### src/hdl/idc_cfg.svh
// Encodings and field positions for the integer decoder.
`ifndef IDC_CFG_SVH
`define IDC_CFG_SVH
`define IDC_OP_AAA 8'h37
`define IDC_OP_AAS 8'h3F
`define IDC_OP_AAD 8'hD5
`define IDC_OP_AAM 8'hD4
`define IDC_OP_ADJ2 8'h0A
`define IDC_OP_ADD_LO 8'h00
`define IDC_OP_ADD_HI 8'h05
`define IDC_OP_ADC_LO 8'h10
`define IDC_OP_ADC_HI 8'h15
`define IDC_OP_AND_RM8 8'h20
`define IDC_OP_GRP_B 8'h80
`define IDC_OP_GRP_W 8'h81
`define IDC_OP_GRP_SX 8'h83
`define IDC_GRP_ADD 3'h0
`define IDC_GRP_ADC 3'h2
`define IDC_GRP_AND 3'h4
`define IDC_MOD_REG 2'h3
`define IDC_MOD_HI 7
`define IDC_MOD_LO 6
`define IDC_REG_HI 5
`define IDC_REG_LO 3
`define IDC_RM_HI 2
`define IDC_RM_LO 0
`define IDC_DIR_BIT 1
`define IDC_WIDE_BIT 0
`define IDC_ACC_BIT 2
`define IDC_ACC_REG 3'h0
`define IDC_SIGN_BIT 7
`define IDC_NOPS 3
`endif

### src/hdl/idc_pkg.sv
// Types shared by the integer decoder files.
package idc_pkg;
  typedef enum logic [1:0] {IDC_CLS_NONE, IDC_CLS_SHORT, IDC_CLS_LONG, IDC_CLS_VECTOR} idc_class_t;
  typedef enum logic [2:0] {IDC_U_NONE, IDC_U_LOAD, IDC_U_STORE, IDC_U_ALU, IDC_U_ALUX} idc_unit_t;
  typedef enum logic [1:0] {IDC_F_NONE, IDC_F_ADD, IDC_F_AND} idc_func_t;
  typedef struct packed {
    logic valid;
    logic [7:0] op1;
    logic [7:0] op2;
    logic [7:0] modrm;
    logic [7:0] byte_immediate;
  } idc_inst_t;
  typedef struct packed {
    logic valid;
    idc_class_t cls;
    logic mem_form;
    logic wide;
    logic opsize32;
    logic [2:0] reg_idx;
    logic [2:0] rm_idx;
    idc_func_t func;
    logic sx_imm;
    logic [31:0] imm_ext;
    logic [1:0] nops;
    idc_unit_t [2:0] ops;
  } idc_dec_t;
endpackage

### src/hdl/idc_classify.sv
// Combinational classification of one instruction.
`timescale 1ns/1ps
`include "idc_cfg.svh"
module idc_classify import idc_pkg::*; (
  input wire idc_inst_t inst,
  input wire opsize32,
  output idc_dec_t dec
);
  wire [1:0] memory_form_code = inst.modrm[`IDC_MOD_HI:`IDC_MOD_LO];
  wire reg_form = (memory_form_code == `IDC_MOD_REG);
  // Memory only for 00b, 01b, 10b.
  wire mem_form = !reg_form;
  wire [2:0] sub = inst.modrm[`IDC_REG_HI:`IDC_REG_LO];
  wire is_adj1 = (inst.op1 == `IDC_OP_AAA) || (inst.op1 == `IDC_OP_AAS);
  // Two-byte adjust forms need the second byte.
  wire is_adj2 = ((inst.op1 == `IDC_OP_AAD) || (inst.op1 == `IDC_OP_AAM)) && (inst.op2 == `IDC_OP_ADJ2);
  wire is_add_rm = (inst.op1 >= `IDC_OP_ADD_LO) && (inst.op1 <= `IDC_OP_ADD_HI);
  wire is_adc_rm = (inst.op1 >= `IDC_OP_ADC_LO) && (inst.op1 <= `IDC_OP_ADC_HI);
  wire is_grp = (inst.op1 == `IDC_OP_GRP_B) || (inst.op1 == `IDC_OP_GRP_W) || (inst.op1 == `IDC_OP_GRP_SX);
  wire is_sx = (inst.op1 == `IDC_OP_GRP_SX);
  // Group sub-operation from modR/M bits 5..3.
  wire grp_add = is_grp && (sub == `IDC_GRP_ADD);
  wire grp_adc = is_grp && (sub == `IDC_GRP_ADC);
  wire grp_and = is_grp && (sub == `IDC_GRP_AND);
  wire is_acc = is_add_rm && inst.op1[`IDC_ACC_BIT];
  wire is_and20 = (inst.op1 == `IDC_OP_AND_RM8) && reg_form;
  wire arith = (is_add_rm || grp_add || grp_and || is_and20);
  // Accumulator forms carry no modR/M, so they count as register destinations.
  wire dest_mem = !is_acc && mem_form && (is_grp || !inst.op1[`IDC_DIR_BIT]);
  wire src_mem = !is_acc && mem_form && !dest_mem;
  wire wide = is_grp ? (inst.op1 != `IDC_OP_GRP_B) : inst.op1[`IDC_WIDE_BIT];
  // Byte arithmetic and sign-extended immediates go to X only.
  wire use_x = !wide || is_sx;
  wire idc_unit_t alu_u = use_x ? IDC_U_ALUX : IDC_U_ALU;
  wire is_vec = is_adj1 || is_adj2 || is_adc_rm || grp_adc;
  // Sign-extend the byte immediate to operand size.
  wire [31:0] sx32 = {{24{inst.byte_immediate[`IDC_SIGN_BIT]}}, inst.byte_immediate};
  wire [31:0] sx16 = {16'h0000, sx32[15:0]};

  // Field assembly; classes are mutually exclusive by construction.
  always_comb begin
    dec = '0;
    dec.valid = inst.valid;
    dec.mem_form = mem_form && !is_acc;
    dec.wide = wide;
    dec.opsize32 = opsize32;
    // Register index from modR/M bits 5..3 or accumulator.
    dec.reg_idx = is_acc ? `IDC_ACC_REG : sub;
    dec.rm_idx = inst.modrm[`IDC_RM_HI:`IDC_RM_LO];
    dec.sx_imm = is_sx;
    dec.imm_ext = is_sx ? (opsize32 ? sx32 : sx16) : {24'h000000, inst.byte_immediate};
    dec.func = grp_and || is_and20 ? IDC_F_AND : (arith ? IDC_F_ADD : IDC_F_NONE);
    if (!inst.valid) begin
      dec.cls = IDC_CLS_NONE;
    end else if (is_vec) begin
      // ADC and adjust forms are vector, no operations.
      dec.cls = IDC_CLS_VECTOR;
    end else if (arith && dest_mem) begin
      dec.cls = IDC_CLS_LONG;
      dec.nops = 2'd3;
      dec.ops[0] = IDC_U_LOAD;
      dec.ops[1] = alu_u;
      dec.ops[2] = IDC_U_STORE;
    end else if (arith) begin
      // Register destination is short; memory source adds a load.
      dec.cls = IDC_CLS_SHORT;
      dec.nops = src_mem ? 2'd2 : 2'd1;
      dec.ops[0] = src_mem ? IDC_U_LOAD : alu_u;
      dec.ops[1] = src_mem ? alu_u : IDC_U_NONE;
    end else begin
      // Opcodes outside this block go to the sequencer as vector.
      dec.cls = IDC_CLS_VECTOR;
    end
  end
endmodule // idc_classify

### src/hdl/idc_decoder.sv
// Top of the integer decoder: two lanes, class grouping and issue.
`timescale 1ns/1ps
`include "idc_cfg.svh"
// How it works
// - Per clock: two short, one long, or one vector.
// - One class each; adjust forms are vector.
// - modR/M top bits 11 mean register form.
// - Memory form only for 00, 01, 10.
// - Register index from modR/M bits 5..3.
// - Operand size picks word or doubleword width.
// - Group opcodes: 000 add, 010 adc, 100 and.
// - Every add-with-carry form is vector class.
// - Register-destination add is short; memory source loads.
// - Memory-destination add is long: load, alu, store.
// - Byte and sign-extended forms use X unit.
// - Wide arithmetic may use either integer unit.
// - Loads to load unit, stores to store unit.
module idc_decoder import idc_pkg::*; (
  input wire clk_sys,
  input wire reset_n,
  input wire clk_en,
  input wire idc_inst_t inst0,
  input wire idc_inst_t inst1,
  input wire opsize32,
  output logic [1:0] taken,
  output idc_dec_t dec0,
  output idc_dec_t dec1,
  output logic [3:0] unit0_a,
  output logic [3:0] unit0_b,
  output logic [3:0] unit0_c,
  output logic [3:0] unit1_a,
  output logic [3:0] unit1_b,
  output logic vec_start,
  output logic [7:0] vec_op1,
  output logic [7:0] vec_op2,
  output logic [7:0] vec_modrm
);
  // ----------------------------------------
  // Classification lanes
  // ----------------------------------------
  idc_dec_t c0;
  idc_dec_t c1;
  idc_classify u_cls0 (.inst(inst0), .opsize32(opsize32), .dec(c0));
  idc_classify u_cls1 (.inst(inst1), .opsize32(opsize32), .dec(c1));

  // ----------------------------------------
  // Grouping per clock
  // ----------------------------------------
  // Second lane only joins when both are short.
  wire pair_ok = c0.valid && c1.valid && (c0.cls == IDC_CLS_SHORT) && (c1.cls == IDC_CLS_SHORT);
  wire [1:0] next_taken = !c0.valid ? 2'b00 : (pair_ok ? 2'b11 : 2'b01);
  // Vector lane 0 starts the sequencer, no direct operations.
  wire next_vec = c0.valid && (c0.cls == IDC_CLS_VECTOR);
  idc_dec_t next_dec1;
  assign next_dec1 = pair_ok ? c1 : '0;

  // ----------------------------------------
  // Unit steering of issued operations
  // ----------------------------------------
  // Lane 0 has three operation slots and lane 1 two, each in program order.
  // An empty slot steers to no unit, so its strobe word stays zero.
  idc_unit_t [4:0] op_sel;
  wire [4:0][3:0] strb;
  assign op_sel = {next_dec1.ops[1], next_dec1.ops[0], c0.ops[2], c0.ops[1], c0.ops[0]};
  genvar g;
  generate
    for (g = 0; g < 5; g++) begin : g_steer
      idc_steer u_st (.unit(op_sel[g]), .strobe(strb[g]));
    end
  endgenerate

  // ----------------------------------------
  // Output registers
  // ----------------------------------------
  // Every output comes straight from a flip-flop, and clk_en low freezes all of them.
  // The registers are split by group to keep each process short; all share one enable.
  always_ff @(posedge clk_sys or negedge reset_n) begin
    if (!reset_n) begin
      taken <= 2'b00;
    end else if (clk_en) begin
      taken <= next_taken;
    end
  end

  // Classification results; lane 1 stays zero unless it was paired.
  always_ff @(posedge clk_sys or negedge reset_n) begin
    if (!reset_n) begin
      dec0 <= '0;
      dec1 <= '0;
    end else if (clk_en) begin
      dec0 <= c0;
      dec1 <= next_dec1;
    end
  end

  // Unit strobes of lane 0, one word per operation slot.
  always_ff @(posedge clk_sys or negedge reset_n) begin
    if (!reset_n) begin
      unit0_a <= 4'h0;
      unit0_b <= 4'h0;
      unit0_c <= 4'h0;
    end else if (clk_en) begin
      unit0_a <= strb[0];
      unit0_b <= strb[1];
      unit0_c <= strb[2];
    end
  end

  // Unit strobes of lane 1, live only when both lanes are short.
  always_ff @(posedge clk_sys or negedge reset_n) begin
    if (!reset_n) begin
      unit1_a <= 4'h0;
      unit1_b <= 4'h0;
    end else if (clk_en) begin
      unit1_a <= strb[3];
      unit1_b <= strb[4];
    end
  end

  // Sequencer start and bytes.
  // The bytes are copied every enabled cycle; the sequencer reads them only on a start.
  always_ff @(posedge clk_sys or negedge reset_n) begin
    if (!reset_n) begin
      vec_start <= 1'b0;
      vec_op1 <= 8'h00;
      vec_op2 <= 8'h00;
      vec_modrm <= 8'h00;
    end else if (clk_en) begin
      vec_start <= next_vec;
      vec_op1 <= inst0.op1;
      vec_op2 <= inst0.op2;
      vec_modrm <= inst0.modrm;
    end
  end

  // ----------------------------------------
  // Check helpers
  // ----------------------------------------
  // Count the strobe words that name a unit, so the checks can tie them to nops.
  // Each strobe word is one-hot or zero, so one reduction per slot is enough.
  wire [1:0] lane0_issued = 2'(|unit0_a) + 2'(|unit0_b) + 2'(|unit0_c);
  wire [1:0] lane1_issued = 2'(|unit1_a) + 2'(|unit1_b);
  // The modR/M fields of lane 0, named for the checks.
  wire [1:0] chk_form = inst0.modrm[`IDC_MOD_HI:`IDC_MOD_LO];
  wire [2:0] chk_sub = inst0.modrm[`IDC_REG_HI:`IDC_REG_LO];

  // ----------------------------------------
  // Checks
  // ----------------------------------------
  // Pairs only of short.
  a_class_mix: assert property (@(posedge clk_sys) disable iff (!reset_n)
    (taken == 2'b11)
    |-> (dec0.cls == IDC_CLS_SHORT && dec1.cls == IDC_CLS_SHORT))
    else $error("Mixed classes issued together.");

  a_taken_code: assert property (@(posedge clk_sys) disable iff (!reset_n)
    taken[1]
    |-> taken[0])
    else $error("Lane 1 taken without lane 0.");

  a_lane1_idle: assert property (@(posedge clk_sys) disable iff (!reset_n)
    (taken != 2'b11)
    |-> (!dec1.valid && unit1_a == 4'h0 && unit1_b == 4'h0))
    else $error("Lane 1 issued without a pair.");

  a_adj_vector: assert property (@(posedge clk_sys) disable iff (!reset_n)
    (clk_en && inst0.valid && (inst0.op1 == `IDC_OP_AAA))
    |=> (dec0.cls == IDC_CLS_VECTOR && vec_start))
    else $error("Adjust opcode not vector.");

  a_adj_pair: assert property (@(posedge clk_sys) disable iff (!reset_n)
    (clk_en && inst0.valid && inst0.op1 == `IDC_OP_AAD && inst0.op2 == `IDC_OP_ADJ2)
    |=> (dec0.cls == IDC_CLS_VECTOR && vec_start))
    else $error("Two-byte adjust not vector.");

  a_one_class: assert property (@(posedge clk_sys) disable iff (!reset_n)
    taken[0]
    |-> (dec0.cls != IDC_CLS_NONE))
    else $error("Taken instruction has no class.");

  a_reg_form: assert property (@(posedge clk_sys) disable iff (!reset_n)
    (clk_en && inst0.valid && inst0.op1 == `IDC_OP_ADD_LO && chk_form == `IDC_MOD_REG)
    |=> !dec0.mem_form)
    else $error("Register form taken as memory.");

  a_mem_codes: assert property (@(posedge clk_sys) disable iff (!reset_n)
    (clk_en && inst0.valid && inst0.op1 == `IDC_OP_ADD_LO && chk_form != `IDC_MOD_REG)
    |=> (dec0.mem_form && dec0.cls == IDC_CLS_LONG))
    else $error("Memory form not recognised.");

  a_reg_index: assert property (@(posedge clk_sys) disable iff (!reset_n)
    (clk_en && inst0.valid && inst0.op1 == `IDC_OP_ADD_LO)
    |=> dec0.reg_idx == $past(inst0.modrm[`IDC_REG_HI:`IDC_REG_LO]))
    else $error("Register index wrong.");

  a_wide_size: assert property (@(posedge clk_sys) disable iff (!reset_n)
    (clk_en && inst0.valid)
    |=> (dec0.opsize32 == $past(opsize32)))
    else $error("Operand size not carried.");

  a_wide_bit: assert property (@(posedge clk_sys) disable iff (!reset_n)
    (clk_en && inst0.valid && inst0.op1 == `IDC_OP_GRP_W)
    |=> dec0.wide)
    else $error("Wide group decoded as byte.");

  a_grp_and: assert property (@(posedge clk_sys) disable iff (!reset_n)
    (clk_en && inst0.valid && inst0.op1 == `IDC_OP_GRP_W && chk_sub == `IDC_GRP_AND)
    |=> (dec0.func == IDC_F_AND))
    else $error("Group and not decoded.");

  a_grp_add: assert property (@(posedge clk_sys) disable iff (!reset_n)
    (clk_en && inst0.valid && inst0.op1 == `IDC_OP_GRP_B && chk_sub == `IDC_GRP_ADD)
    |=> (dec0.func == IDC_F_ADD))
    else $error("Group add not decoded.");

  a_sx_extend: assert property (@(posedge clk_sys) disable iff (!reset_n)
    (clk_en && inst0.valid && inst0.op1 == `IDC_OP_GRP_SX && opsize32)
    |=> (dec0.imm_ext == {{24{$past(inst0.byte_immediate[`IDC_SIGN_BIT])}}, $past(inst0.byte_immediate)}))
    else $error("Immediate not sign-extended.");

  a_adc_vector: assert property (@(posedge clk_sys) disable iff (!reset_n)
    (clk_en && inst0.valid && inst0.op1 >= `IDC_OP_ADC_LO && inst0.op1 <= `IDC_OP_ADC_HI)
    |=> (dec0.cls == IDC_CLS_VECTOR && dec0.nops == 2'd0))
    else $error("ADC not vector.");

  a_adc_group: assert property (@(posedge clk_sys) disable iff (!reset_n)
    (clk_en && inst0.valid && inst0.op1 == `IDC_OP_GRP_B && chk_sub == `IDC_GRP_ADC)
    |=> (dec0.cls == IDC_CLS_VECTOR && unit0_a == 4'h0))
    else $error("Group carry form not vector.");

  a_short_reg: assert property (@(posedge clk_sys) disable iff (!reset_n)
    (taken[0] && dec0.cls == IDC_CLS_SHORT && !dec0.mem_form)
    |-> (dec0.nops == 2'd1 && (unit0_a[2] || unit0_a[3])))
    else $error("Short register form wrong.");

  a_short_load: assert property (@(posedge clk_sys) disable iff (!reset_n)
    (taken[0] && dec0.cls == IDC_CLS_SHORT && dec0.mem_form)
    |-> (dec0.nops == 2'd2 && unit0_a[0]))
    else $error("Memory source without load.");

  a_nops_lane1: assert property (@(posedge clk_sys) disable iff (!reset_n)
    (taken == 2'b11)
    |-> (lane1_issued == dec1.nops))
    else $error("Lane 1 strobes disagree with count.");

  a_long_order: assert property (@(posedge clk_sys) disable iff (!reset_n)
    (taken[0] && dec0.cls == IDC_CLS_LONG)
    |-> (dec0.nops == 2'd3 && unit0_a[0] && unit0_c[1]))
    else $error("Long order wrong.");

  a_nops_lane0: assert property (@(posedge clk_sys) disable iff (!reset_n)
    taken[0]
    |-> (lane0_issued == dec0.nops))
    else $error("Lane 0 strobes disagree with count.");

  a_byte_x: assert property (@(posedge clk_sys) disable iff (!reset_n)
    (taken[0] && dec0.func != IDC_F_NONE && (!dec0.wide || dec0.sx_imm))
    |-> !unit0_a[2] && !unit0_b[2])
    else $error("Byte op sent to general unit.");

  a_x_long: assert property (@(posedge clk_sys) disable iff (!reset_n)
    (taken[0] && dec0.cls == IDC_CLS_LONG && (!dec0.wide || dec0.sx_imm))
    |-> unit0_b[3])
    else $error("Long byte op not on X unit.");

  a_alu_either: assert property (@(posedge clk_sys) disable iff (!reset_n)
    (taken[0] && dec0.cls == IDC_CLS_SHORT && dec0.wide && !dec0.sx_imm && !dec0.mem_form)
    |-> unit0_a[2])
    else $error("Wide op held to X unit.");

  a_load_unit: assert property (@(posedge clk_sys) disable iff (!reset_n)
    (taken[0] && dec0.cls == IDC_CLS_LONG)
    |-> (unit0_a == 4'h1 && unit0_c == 4'h2))
    else $error("Memory op on wrong unit.");

  a_vec_noops: assert property (@(posedge clk_sys) disable iff (!reset_n)
    vec_start
    |-> (unit0_a == 4'h0 && taken == 2'b01))
    else $error("Vector issued direct operations.");

  a_vec_copy: assert property (@(posedge clk_sys) disable iff (!reset_n)
    clk_en
    |=> (vec_op1 == $past(inst0.op1) && vec_modrm == $past(inst0.modrm)))
    else $error("Sequencer bytes not copied.");

  // A low clock enable holds taken, dec0 and vec_start.
  a_clk_freeze: assert property (@(posedge clk_sys) disable iff (!reset_n)
    !clk_en
    |=> ($stable(taken) && $stable(dec0) && $stable(vec_start)))
    else $error("Outputs moved while frozen.");

endmodule // idc_decoder

### src/hdl/idc_steer.sv
// Maps one issued operation to its execution unit strobes.
`timescale 1ns/1ps
module idc_steer import idc_pkg::*; (
  input wire idc_unit_t unit,
  output logic [3:0] strobe
);
  // Loads to the load unit, stores to the store unit.
  wire to_load = (unit == IDC_U_LOAD);
  wire to_store = (unit == IDC_U_STORE);
  // Plain arithmetic may use either integer unit.
  wire to_any = (unit == IDC_U_ALU);
  wire to_x = (unit == IDC_U_ALUX);
  assign strobe = {to_x, to_any, to_store, to_load};
endmodule // idc_steer

### config.mk
export PLATFORM = sky130hd
export DESIGN_NAME = idc_decoder
export DESIGN_NICKNAME = d
export VERILOG_FILES = /design/src/hdl/idc_pkg.sv /design/src/hdl/idc_classify.sv /design/src/hdl/idc_decoder.sv /design/src/hdl/idc_steer.sv
export VERILOG_INCLUDE_DIRS = /design/src /design/src/hdl
export SDC_FILE = /design/constraint.sdc
export NUM_CORES = 1
export LEC_CHECK = 0
export ABC_AREA = 0
export BUFFER_PORTS_ARGS = -buffer_cell sky130_fd_sc_hd__clkbuf_2
export CORE_ASPECT_RATIO = 0.6
export CORE_MARGIN = 1
export CORE_UTILIZATION = 40
export CTS_BUF_LIST = sky130_fd_sc_hd__clkbuf_4 sky130_fd_sc_hd__clkbuf_8
export DETAILED_ROUTE_END_ITERATION = 6
export GPL_TIMING_DRIVEN = 1
export PLACE_DENSITY = 0.67
export SLEW_MARGIN = 15
export SYNTH_ARGS = -nofsm -noshare
export SYNTH_HDL_FRONTEND = slang
export SYNTH_SLANG_ARGS = --single-unit
export TNS_END_PERCENT = 1
### constraint.sdc
create_clock -name clk_sys -period 1.7 [get_ports clk_sys]
set_input_delay 0.085 -clock clk_sys [delete_from_list [all_inputs] [get_ports clk_sys]]
set_output_delay 0.085 -clock clk_sys [all_outputs]
set_load 0.1 [all_outputs]
==> results.cfg <==
[global_routing]
grt_pass1_vias = 3491
grt_pass1_wl_mm = 17.9
grt_start_max_net_pins = 102
global_route.usage.total = 0.193
grt_overflow = 0
antenna_found_initial = 0

[setup_path]
worstPathRequired_ps = 1990
r2r_start = dec0[41]
setup.worst_path.end_class = flip-flop
worstPathCellList = dlygate4sd3_1 > clkbuf_2 > nor2_2 > o2111ai_1 > a21oi_2 > buf_4 > nand4_4 > buf_12 > o2bb2ai_1
worstPathArrival_ps = 1890
worst_setup_path_start_kind = input port
critPathMaxFanout = 26
crit_type = input port to flip-flop
slowest_delay_ps = 540
critical_path.startpoint = inst0[11]
critPathSlowestCell = dlygate4sd3_1

[floorplan]
num_io_pins = 233
die_x_um = 142
initial_utilization = 0.413
row_count = 30
core_area_sq_um = 11300
dieArea_sq_um = 12100
die_y_um = 85.8

[routing]
wl_per_cell_um = 14.7
drtPass1Iterations = 4
drtIter0Drc = 165
viasPerCell = 4.73
wl_mm = 11.4
route.detailed.drc = 0
num_vias = 3666
ant_nets = 0

[placement]
dp.cells = 718
place_hpwl_mm = 8.08
io_buffers = 213
pre_cts_slack_ps = -52.9
gp_congestion = 0.819
placed_area_sq_um = 5610

[final_layout]
nets = 680
drive_gt1_frac = 0.493
areaGrowthSynthToFinish_pct = 33.6
multiInputGateArea_sq_um = 1510
regArea_sq_um = 2530
postLayoutCellArea_sq_um = 6250
stdcell_count = 775
utilization = 0.551
n_fill_cell = 989
antenna-diode-count = 0

[logic_synthesis]
avgSynthCellArea_sq_um = 11.9
async_flop_share = 1.00
netlist_instances = 394
seq_area_frac_synth = 0.540
yosysWarnings = 0
netlist_area_sq_um = 4680
synth.most_common_cell = dfrtp_1
ys_dominant_reg_cell = dfrtp_1
ys_ff_latch = 101
synthTopCellsByCount = dfrtp_1, buf_4, mux2_2, inv_1, o2bb2ai_1
synth_edf_count = 0
synth_cell_types = 46
synth.top_cell.area_share = 0.540
netlist_top_cells_area = dfrtp_1, buf_4, mux2_2
synth_area_leader_cell = dfrtp_1

[cts]
cts_buffers = 9
insertion_delay_ps = 360
root_buffer = clkbuf_8
cts_buffer_depth = 2
cts_max_level = 3
cts_tree = built
clkSlewWorstSetupHoldPaths_ps = 100
post_cts_buffers = 0
clock-sinks = 101

[timing]
clock-skew-final_ps = 0
tightest_slew_ps = 580
fmax_ghz = 0.625
rsz0062_at_grt = false
period_needed_ps = 1600
slew_headroom = 0.615
min_period_over_period = 0.941
fin_ws_ps = 101
setup_viol = 0
hold_violations = 0
slew_viol_final = 0

[run_status]
status = finished, final reports clean

[flow_run]
max_cap_violations = 0

[power_and_ir_drop]
ir_drop_mv = 0.727
p_leak_nw = 3.25
powerDensity_nw_per_um2 = 941

[worst_hold_path]
hold_class = input port to flip-flop
hp-start = inst0[30]
metal layers:
layer | global-route usage | vias up | share of wire
met3 | 0.0637 | 16 | 0.067
li1 | - | 1731 | -
met5 | 0 | - | 0
met1 | 0.253 | 1771 | 0.45
met4 | 0.0606 | 0 | 0.016
met2 | 0.304 | 148 | 0.47
worst max-delay path, delay by kind of cell:
kind / cells / cell delay (ps)
buf+inv: 4 / 1030
simple gates: 2 / 260
compound gates: 3 / 490
power breakdown:
group	total (W)	internal (W)	switching (W)
Clock	0.00174	0.000880	0.000857
Combinational	0.00158	0.000320	0.00126
Sequential	0.00256	0.00250	0.0000590
path summary, 6_finish.rpt:
path                              endpoint  slack, ps  cells after the start
min in group asynchronous         dec1[13]        290                      3
max in group asynchronous       unit0_b[3]        970                      3
worst max-delay path            unit1_a[2]        100                      9
worst min-delay path            vec_op1[6]         30                      2
worst min register to register  unit0_b[2]        500                      1
worst max register to register    dec0[41]        780                      1
flip-flops by register name, summed over array words and instances (netlist names):
| signal | cells |
|---|---|
| dec1 | 33 |
| dec0 | 31 |
| vec_op1 | 8 |
| vec_op2 | 8 |
| vec_modrm | 6 |
| unit0_a | 4 |
| unit1_a | 4 |
| taken | 2 |
| unit0_b | 2 |
| unit1_b | 2 |
| vec_start | 1 |
stage by stage:
step / hold slack [ps] / total power [W] / TNS (ps)
after global placement: 188 / 0.00410 / -54.1
after CTS: 12.5 / 0.00595 / 0
final: 30.9 / 0.00588 / 0
after floorplan: -211 / 0.00380 / 0
after global routing: 7.42 / 0.00613 / 0
after detailed placement: 193 / 0.00412 / -767
cell type report:
type | instances | share of cell area
clock inverters | 6 | 0.0148
clock buffers | 10 | 0.0220
inverters | 33 | 0.0198
multi-input cells | 191 | 0.242
well taps | 160 | 0.0320
flip-flops and latches | 101 | 0.404
repair buffers | 274 | 0.265
cell families (layout without fill, tap and decap cells):
kind of cell | after synthesis | after routing | synth area share
buf+inv | 112 | 323 | 0.145
simple gates | 61 | 61 | 0.0770
mux | 35 | 35 | 0.0842
flops | 101 | 101 | 0.540
other cells | 1 | 11 | 0.000802
compound gates | 84 | 84 | 0.153
placed cells by master, fill, tap and decap left out, drive strengths merged, types with 2 or more instances in the layout:
cell type | synthesis | final
o2111ai | 2 | 2
conb | 1 | 11
dfrtp | 101 | 101
and2 | 4 | 4
nor2 | 9 | 9
nor3 | 2 | 2
or3 | 2 | 2
nand2 | 17 | 17
nor4 | 2 | 2
nand3 | 5 | 5
clkinvlp | 0 | 2
dlygate4sd3 | 0 | 41
nor2b | 6 | 6
a21boi | 4 | 4
nand4 | 5 | 5
clkbuf | 8 | 206
o21a | 2 | 2
mux2 | 35 | 35
a21oi | 4 | 4
a22o | 6 | 6
inv | 33 | 35
o21ai | 18 | 18
nor4bb | 2 | 2
o211ai | 2 | 2
bufinv | 0 | 2
o2bb2ai | 39 | 39
buf | 71 | 37
repair_timing:
action                                  in CTS  in global routing
hold endpoints to repair                   145                  0
endpoints found under the setup margin       0                 47
hold buffers                                41                  0
gates resized for setup                      0                 17
No activity file was read; power rests on OpenSTA's default activity.
